`config.mk`:
```
export PLATFORM = sky130hd
export DESIGN_NAME = dca_serial_port
export DESIGN_NICKNAME = d
export VERILOG_FILES = /design/src/dca_pkg.sv /design/src/dca_fifo_if.sv /design/src/dca_fifo.sv /design/src/dca_serial_port.sv
export SDC_FILE = /design/constraint.sdc
export NUM_CORES = 1
export LEC_CHECK = 0
export ABC_AREA = 1
export BUFFER_PORTS_ARGS = -buffer_cell sky130_fd_sc_hd__buf_2
export CAP_MARGIN = 10
export CORE_ASPECT_RATIO = 1.75
export CORE_MARGIN = 5
export CORE_UTILIZATION = 45
export CTS_CLUSTER_DIAMETER = 30
export DETAILED_ROUTE_END_ITERATION = 8
export GPL_ROUTABILITY_DRIVEN = 0
export HOLD_SLACK_MARGIN = 0.12
export SYNTH_ARGS = -nofsm -noshare
export SYNTH_HDL_FRONTEND = slang
export SYNTH_SLANG_ARGS = --single-unit
```
`constraint.sdc`:
```
create_clock -name ref_clk -period 4.6 [get_ports ref_clk]
set_input_delay 0.92 -clock ref_clk [delete_from_list [all_inputs] [get_ports ref_clk]]
set_output_delay 0.92 -clock ref_clk [all_outputs]
set_load 0.02 [all_outputs]
```
`src/dca_pkg.sv`:
```
package dca_pkg;
    // --------------------------------------------------------------
    // Frame layout, counted in serial clock falling edges
    // --------------------------------------------------------------
    localparam int         RES_BITS_DEFAULT = 12;
    localparam logic [4:0] FRAME_BITS       = 5'h10;
    localparam logic [4:0] LEAD_ZEROS       = 5'h02;
    localparam logic [4:0] ID_POS           = 5'h02;
    localparam logic [4:0] MODE_POS         = 5'h03;
    localparam logic [4:0] DATA_POS         = 5'h04;
    localparam logic [4:0] CHSEL_POS        = 5'h03;
    localparam logic       MODE_NORMAL      = 1'b0;
    localparam int         FIFO_DEPTH       = 16;

    // --------------------------------------------------------------
    // Timing
    // --------------------------------------------------------------
    localparam int CLK_PERIOD_NS              = 25;
    localparam int INTER_CONVERSION_GAP_NS    = 30;
    localparam int ACQUISITION_INTERVAL_NS    = 290;
    localparam int INTER_CONVERSION_GAP_CYC   =
        (INTER_CONVERSION_GAP_NS + CLK_PERIOD_NS - 1) / CLK_PERIOD_NS;
    localparam int ACQUISITION_INTERVAL_CYC   =
        (ACQUISITION_INTERVAL_NS + CLK_PERIOD_NS - 1) / CLK_PERIOD_NS;
endpackage : dca_pkg

```
`src/dca_fifo_if.sv`:
```
`timescale 1ns/1ps
interface dca_fifo_if #(
    parameter int W = 1
);
    logic         push_valid;
    logic         push_ready;
    logic [W-1:0] push_data;
    logic         pop_valid;
    logic         pop_ready;
    logic [W-1:0] pop_data;
    logic         flush;

    modport fifo (
        input  push_valid,
        output push_ready,
        input  push_data,
        output pop_valid,
        input  pop_ready,
        output pop_data,
        input  flush
    );
    modport user (
        output push_valid,
        input  push_ready,
        output push_data,
        input  pop_valid,
        output pop_ready,
        input  pop_data,
        output flush
    );
endinterface : dca_fifo_if

```
`src/dca_fifo.sv`:
```
`timescale 1ns/1ps
module dca_fifo #(
    parameter int W     = 1,
    parameter int DEPTH = 16
) (
    input  wire logic ref_clk,
    input  wire logic reset_n,
    dca_fifo_if.fifo  f
);
    localparam int AW = $clog2(DEPTH);

    typedef struct packed {
        logic [DEPTH-1:0][W-1:0] mem;
        logic [AW-1:0]           wr_ptr;
        logic [AW-1:0]           rd_ptr;
        logic [AW:0]             count;
    } dca_fifo_state_t;

    dca_fifo_state_t st;
    dca_fifo_state_t next_st;
    logic            do_push;
    logic            do_pop;

    assign f.push_ready = (st.count != (AW+1)'(DEPTH));
    assign f.pop_valid  = (st.count != '0);
    assign f.pop_data   = st.mem[st.rd_ptr];

    always_comb begin
        next_st = st;
        do_push = f.push_valid && f.push_ready;
        do_pop  = f.pop_valid && f.pop_ready;
        if (f.flush) begin
            next_st.wr_ptr = '0;
            next_st.rd_ptr = '0;
            next_st.count  = '0;
        end else begin
            if (do_push) begin
                next_st.mem[st.wr_ptr] = f.push_data;
                next_st.wr_ptr = AW'((st.wr_ptr + 1'b1) % DEPTH);
            end
            if (do_pop) begin
                next_st.rd_ptr = AW'((st.rd_ptr + 1'b1) % DEPTH);
            end
            if (do_push && !do_pop) begin
                next_st.count = st.count + 1'b1;
            end else if (do_pop && !do_push) begin
                next_st.count = st.count - 1'b1;
            end
        end
    end

    always_ff @(posedge ref_clk or negedge reset_n) begin
        if (!reset_n) begin
            st <= '0;
        end else begin
            st <= next_st;
        end
    end
endmodule : dca_fifo

```
`src/dca_serial_port.sv`:
```
// Overview of operation
// - Each frame bit after the first leaves on result_out after a serial clock falling edge.
// - 12-bit frame: two zeros, id, mode, 12 result bits MSB first.
// - 10-bit frame: two zeros, id, mode, 10 result bits, two trailing zeros.
// - Active low frame select starts conversion and frames the transfer.
// - The serial clock alone paces shifting and the successive approximation.
// - Channel select input is captured on a serial clock falling edge.
// - Third bit shifted in picks the analog input for the track-and-hold.
// - Conversion lasts 16 or 14 serial clock periods after frame start.
// - Fourth frame bit always reports normal mode.
// - Output driven after frame select, released after the last clock fall.
`timescale 1ns/1ps
module dca_serial_port #(
    parameter int RES = dca_pkg::RES_BITS_DEFAULT
) (
    input  wire logic           ref_clk,
    input  wire logic           reset_n,
    input  wire logic           frame_sel_n,
    input  wire logic           serial_clk,
    input  wire logic           chan_sel_in,
    input  wire logic           cmp_high,
    output logic                result_out,
    output logic                result_oe,
    output logic [RES-1:0]      dac_code,
    output logic                input_sel,
    output logic                hold
);
    localparam logic [4:0] DATA_END = 5'(dca_pkg::DATA_POS + RES);

    // ------------------------------------------------------------------
    // State
    // ------------------------------------------------------------------
    typedef struct packed {
        logic [2:0]     sclk_sy;
        logic [2:0]     cs_sy;
        logic [2:0]     din_sy;
        logic           sclk_st;
        logic           cs_st;
        logic           din_st;
        logic           active;
        logic [4:0]     fall_cnt;
        logic           oe;
        logic           dout;
        logic           chan_cur;
        logic           chan_next;
        logic           mux_sel;
        logic           hold;
        logic [RES-1:0] code;
    } dca_state_t;

    dca_state_t st;
    dca_state_t next_st;
    logic       fall;
    logic       cs_fall;
    logic       cs_rise;
    logic       evt;
    logic [4:0] n;
    int         k;
    logic       push_v;
    logic       push_d;
    logic       flush;

    dca_fifo_if #(.W(1)) bits_if ();

    dca_fifo #(
        .W     (1),
        .DEPTH (dca_pkg::FIFO_DEPTH)
    ) u_fifo (
        .ref_clk (ref_clk),
        .reset_n (reset_n),
        .f       (bits_if.fifo)
    );

    assign bits_if.push_valid = push_v;
    assign bits_if.push_data  = push_d;
    assign bits_if.flush      = flush;
    assign bits_if.pop_ready  = st.oe;

    assign result_out = st.dout;
    assign result_oe  = st.oe;
    assign dac_code   = st.code;
    assign input_sel  = st.mux_sel;
    assign hold       = st.hold;

    // ------------------------------------------------------------------
    // Frame bit selection
    // ------------------------------------------------------------------
    function automatic logic frame_bit(input logic [4:0] pos,
                                       input logic       chan,
                                       input logic       cmp);
        logic b;
        b = 1'b0;
        if (pos == dca_pkg::ID_POS) begin
            b = chan;
        end else if (pos == dca_pkg::MODE_POS) begin
            b = dca_pkg::MODE_NORMAL;
        end else if (pos >= dca_pkg::DATA_POS && pos < DATA_END) begin
            b = cmp;
        end
        return b;
    endfunction : frame_bit

    // ------------------------------------------------------------------
    // Next state
    // ------------------------------------------------------------------
    always_comb begin
        next_st = st;
        push_v  = 1'b0;
        push_d  = 1'b0;
        flush   = 1'b0;
        k       = 0;
        next_st.sclk_sy = {st.sclk_sy[1:0], serial_clk};
        next_st.cs_sy   = {st.cs_sy[1:0], frame_sel_n};
        next_st.din_sy  = {st.din_sy[1:0], chan_sel_in};
        if (st.sclk_sy[1] == st.sclk_sy[2]) begin
            next_st.sclk_st = st.sclk_sy[2];
        end
        if (st.cs_sy[1] == st.cs_sy[2]) begin
            next_st.cs_st = st.cs_sy[2];
        end
        if (st.din_sy[1] == st.din_sy[2]) begin
            next_st.din_st = st.din_sy[2];
        end
        fall    = st.sclk_st && !st.sclk_sy[1] && !st.sclk_sy[2];
        cs_fall = st.cs_st && !st.cs_sy[1] && !st.cs_sy[2];
        cs_rise = !st.cs_st && st.cs_sy[1] && st.cs_sy[2];
        // A falling edge seen while the buffer is full is dropped, so
        // the serial clock must not outrun the drain; depth covers a frame.
        evt     = fall && st.active && bits_if.push_ready;
        n       = st.fall_cnt + 5'h01;
        if (cs_rise) begin
            next_st.active = 1'b0;
            next_st.oe     = 1'b0;
            next_st.hold   = 1'b0;
            flush          = 1'b1;
        end else if (cs_fall) begin
            next_st.active   = 1'b1;
            next_st.fall_cnt = 5'h00;
            next_st.oe       = 1'b1;
            next_st.dout     = 1'b0;
            next_st.hold     = 1'b1;
            next_st.chan_cur = st.mux_sel;
            next_st.code     = '0;
        end else if (evt) begin
            next_st.fall_cnt = n;
            if (n == dca_pkg::FRAME_BITS) begin
                next_st.active = 1'b0;
                next_st.oe     = 1'b0;
            end else begin
                push_v = 1'b1;
                push_d = frame_bit(n, st.chan_cur, cmp_high);
            end
            if (n == dca_pkg::CHSEL_POS) begin
                next_st.chan_next = st.din_st;
            end
            if (n == dca_pkg::DATA_POS - 5'h01) begin
                next_st.code          = '0;
                next_st.code[RES-1]   = 1'b1;
            end
            if (n >= dca_pkg::DATA_POS && n < DATA_END) begin
                k = RES - 1 - int'(n - dca_pkg::DATA_POS);
                next_st.code[k] = cmp_high;
                if (k > 0) begin
                    next_st.code[k-1] = 1'b1;
                end
            end
            if (n == DATA_END) begin
                next_st.hold    = 1'b0;
                next_st.mux_sel = st.chan_next;
            end
        end
        if (st.oe && bits_if.pop_valid) begin
            next_st.dout = bits_if.pop_data;
        end
    end

    always_ff @(posedge ref_clk or negedge reset_n) begin
        if (!reset_n) begin
            st         <= '0;
            st.cs_sy   <= 3'h7;
            st.cs_st   <= 1'b1;
        end else begin
            st <= next_st;
        end
    end
endmodule : dca_serial_port

```
==> flow_summary.json <==
{
  "io_pins": 22,
  "cts_setup_buffers": 0,
  "yosysSeqAreaShare_pct": 37.8,
  "arrival_ns": 3.70,
  "slew_headroom_pct": 56.0,
  "ys_seq_elements": 63,
  "fp-row-count": 46,
  "yosys-top-cells-area": "dfrtp_1 (35%), nand2_1 (14%), ha_1 (6.3%)",
  "critPathRequiredTime_ns": 4.86,
  "drt_first_pass_iters": 5,
  "avgSynthCellArea_sq_um": 7.63,
  "clockRootBuffer": "clkbuf_16",
  "postCtsHoldBufs": 0,
  "io_buffers": 21,
  "hold_violations": 0,
  "timing.fmax_mhz": 291,
  "die_w_um": 82.9,
  "grtUsageTotal_pct": 18.5,
  "ys.flop_type": "dfrtp_1",
  "antenna_cells": 0,
  "ys_types": 47,
  "ys_warn_count": 0,
  "core_region_area_sq_um": 9090,
  "synth_common_cells": "nand2_1 (157), dfrtp_1 (59), inv_1 (54)",
  "syn-instance-count": 549,
  "grt_max_degree": 37,
  "power_leakage_nw": 2.18,
  "slew_viol_final": 0,
  "drive_gt1_share_pct": 13.5,
  "ys_async_sr_fraction_pct": 100,
  "critPathLaunchType": "register",
  "vias": 3578,
  "whs_ns": 0.348,
  "cp-end-kind": "register",
  "drv_cap": 0,
  "path_clk_slew_ns": 0.05,
  "grt_pass1_vias": 3674,
  "finalCritPeriodShare_pct": 74.7,
  "pwr_density_cell_nw_per_um2": 419,
  "cts_buffers": 9,
  "drc": 0,
  "die_h_um": 138,
  "die_area_sq_um": 11400,
  "drt_iter0_drc": 203,
  "cts_resized": 0,
  "yosysTopAreaCellShare_pct": 35.3,
  "initial_core_util_pct": 46.1,
  "peakVddDrop_v": 0.000314,
  "dp_cells": 660,
  "clock-skew-final_ns": 0.00528,
  "synth-edff-count": 0,
  "clock_latency_ns": 0.33,
  "slowest_stage": "dfrtp_1",
  "syn_area_sq_um": 4190,
  "cts_tree": "done",
  "status": "finished clean",
  "viasPerCell": 5.30,
  "antenna_found_initial": 0,
  "final_cells": 675,
  "crit_chain": "ha_1 > inv_1 > nand2_1 > nand2_2 > ha_1 > ha_1 > inv_1 > or2_1 > nand2_2 > and3_1 > nand3b_1 > nand4_1 > nand3_1 > nand2_1 > nand2_1",
  "synth.most_common_cell": "nand2_1",
  "h-tree-depth": 3,
  "nNetsFinal": 579,
  "period_needed_ns": 3.44,
  "dp_hpwl_um": 7380,
  "worst_hold_path_type": "reg -> reg",
  "final_antenna_net_count": 0,
  "setup_violations": 0,
  "critPathKind": "reg -> reg",
  "crit_path_max_incr_delay_ns": 0.49,
  "grt_pass1_wl_um": 17000,
  "tightest_slew_ns": 0.661,
  "finalPower_mw": 1.89,
  "crit_path_max_fanout": 26,
  "fin_setup_tns_ns": 0,
  "wl_per_cell_um": 14.9,
  "syn_nets": 577,
  "wl_um": 10000,
  "area_growth_pct": 7.77,
  "clock_path_buffers": 2,
  "rsz0062_at_grt": "false",
  "cts.sinks": 63,
  "yosys.area.top_type": "dfrtp_1",
  "gr-total-overflow": 0
}
metrics by stage:
stage	setup WS [ns]	area, sq um	utilization (%)
2_1_floorplan	1.89	4190	-
3_3_place_gp	1.31	4240	46.7
3_5_place_dp	1.19	4240	46.7
4_1_cts	1.17	4510	49.6
5_1_grt	0.813	4510	49.6
6_report	1.16	4510	49.6
sequential cells by signal, indices dropped and copies added (netlist names):
| signal | count |
|---|---|
| dac_code | 12 |
| input_sel | 1 |
| next_st | 6 |
| st | 14 |
| u_fifo.st | 29 |
| result_out | 1 |
cell usage in the layout (no fill, tap or decap), types with 7 or more instances in the layout:
| cell type | instances |
|---|---|
| clkbuf_16 | 9 |
| a21oi_1 | 19 |
| o22ai_1 | 7 |
| nand4_1 | 29 |
| ha_1 | 21 |
| nand3_1 | 46 |
| o21ai_0 | 17 |
| nand2_1 | 157 |
| dfrtp_1 | 59 |
| o21ai_2 | 10 |
| buf_2 | 21 |
| inv_1 | 54 |
| nor2_1 | 41 |
final timing paths:
path	start	endpoint	slack, ns	cells past startpoint
min in group asynchronous	reset_n	u_fifo.st[18]	0.63	1
min reg2reg	next_st[28]	next_st[29]	0.35	0
min	next_st[28]	next_st[29]	0.35	0
max reg2reg	st[18]	dac_code[4]	1.16	15
max in group asynchronous	reset_n	next_st[31]	3.02	2
max	st[18]	dac_code[4]	1.16	15
cell type report:
cell class | count | area (sq um)
Tap cell | 120 | 150
Clock buffer | 14 | 264
Multi-Input combinational cell | 395 | 2170
Clock inverter | 1 | 5.00
Sequential cell | 63 | 1580
Timing Repair Buffer | 22 | 113
Inverter | 60 | 228
Fill cell | 955 | 4580
cell families (layout without fill, tap and decap cells):
kind of cell	count (synthesis)	count (layout)	synth area share [%]
flops	63	63	37.8
compound gates	68	68	10.7
xor+xnor	5	5	1.05
mux	2	2	0.508
simple gates	296	296	32.4
buf+inv	91	97	10.4
fa+ha+maj	24	24	7.23
worst max-delay path: cells and delay by family (launching register included):
kind | cells | cell delay, ns
flops | 1 | 0.49
simple gates | 10 | 1.80
fa+ha+maj | 3 | 0.94
buf+inv | 2 | 0.14
power by group:
part	total, mW	internal (mW)	switching [mW]
combinational	0.547	0.190	0.357
clock	0.619	0.390	0.229
sequential	0.725	0.636	0.0892
total	1.89	1.22	0.675
layer usage:
| metal | vias to the layer above | wire [um] | track usage [%] |
|---|---|---|---|
| met1 | 1697 | 3800 | 18.3 |
| met3 | 28 | 255 | 3.23 |
| met4 | 0 | 354 | 9.18 |
| met5 | - | 0 | 0 |
| li1 | 1792 | - | - |
| met2 | 61 | 5630 | 36.7 |
Note: power is estimated with default switching activity, not from simulation.
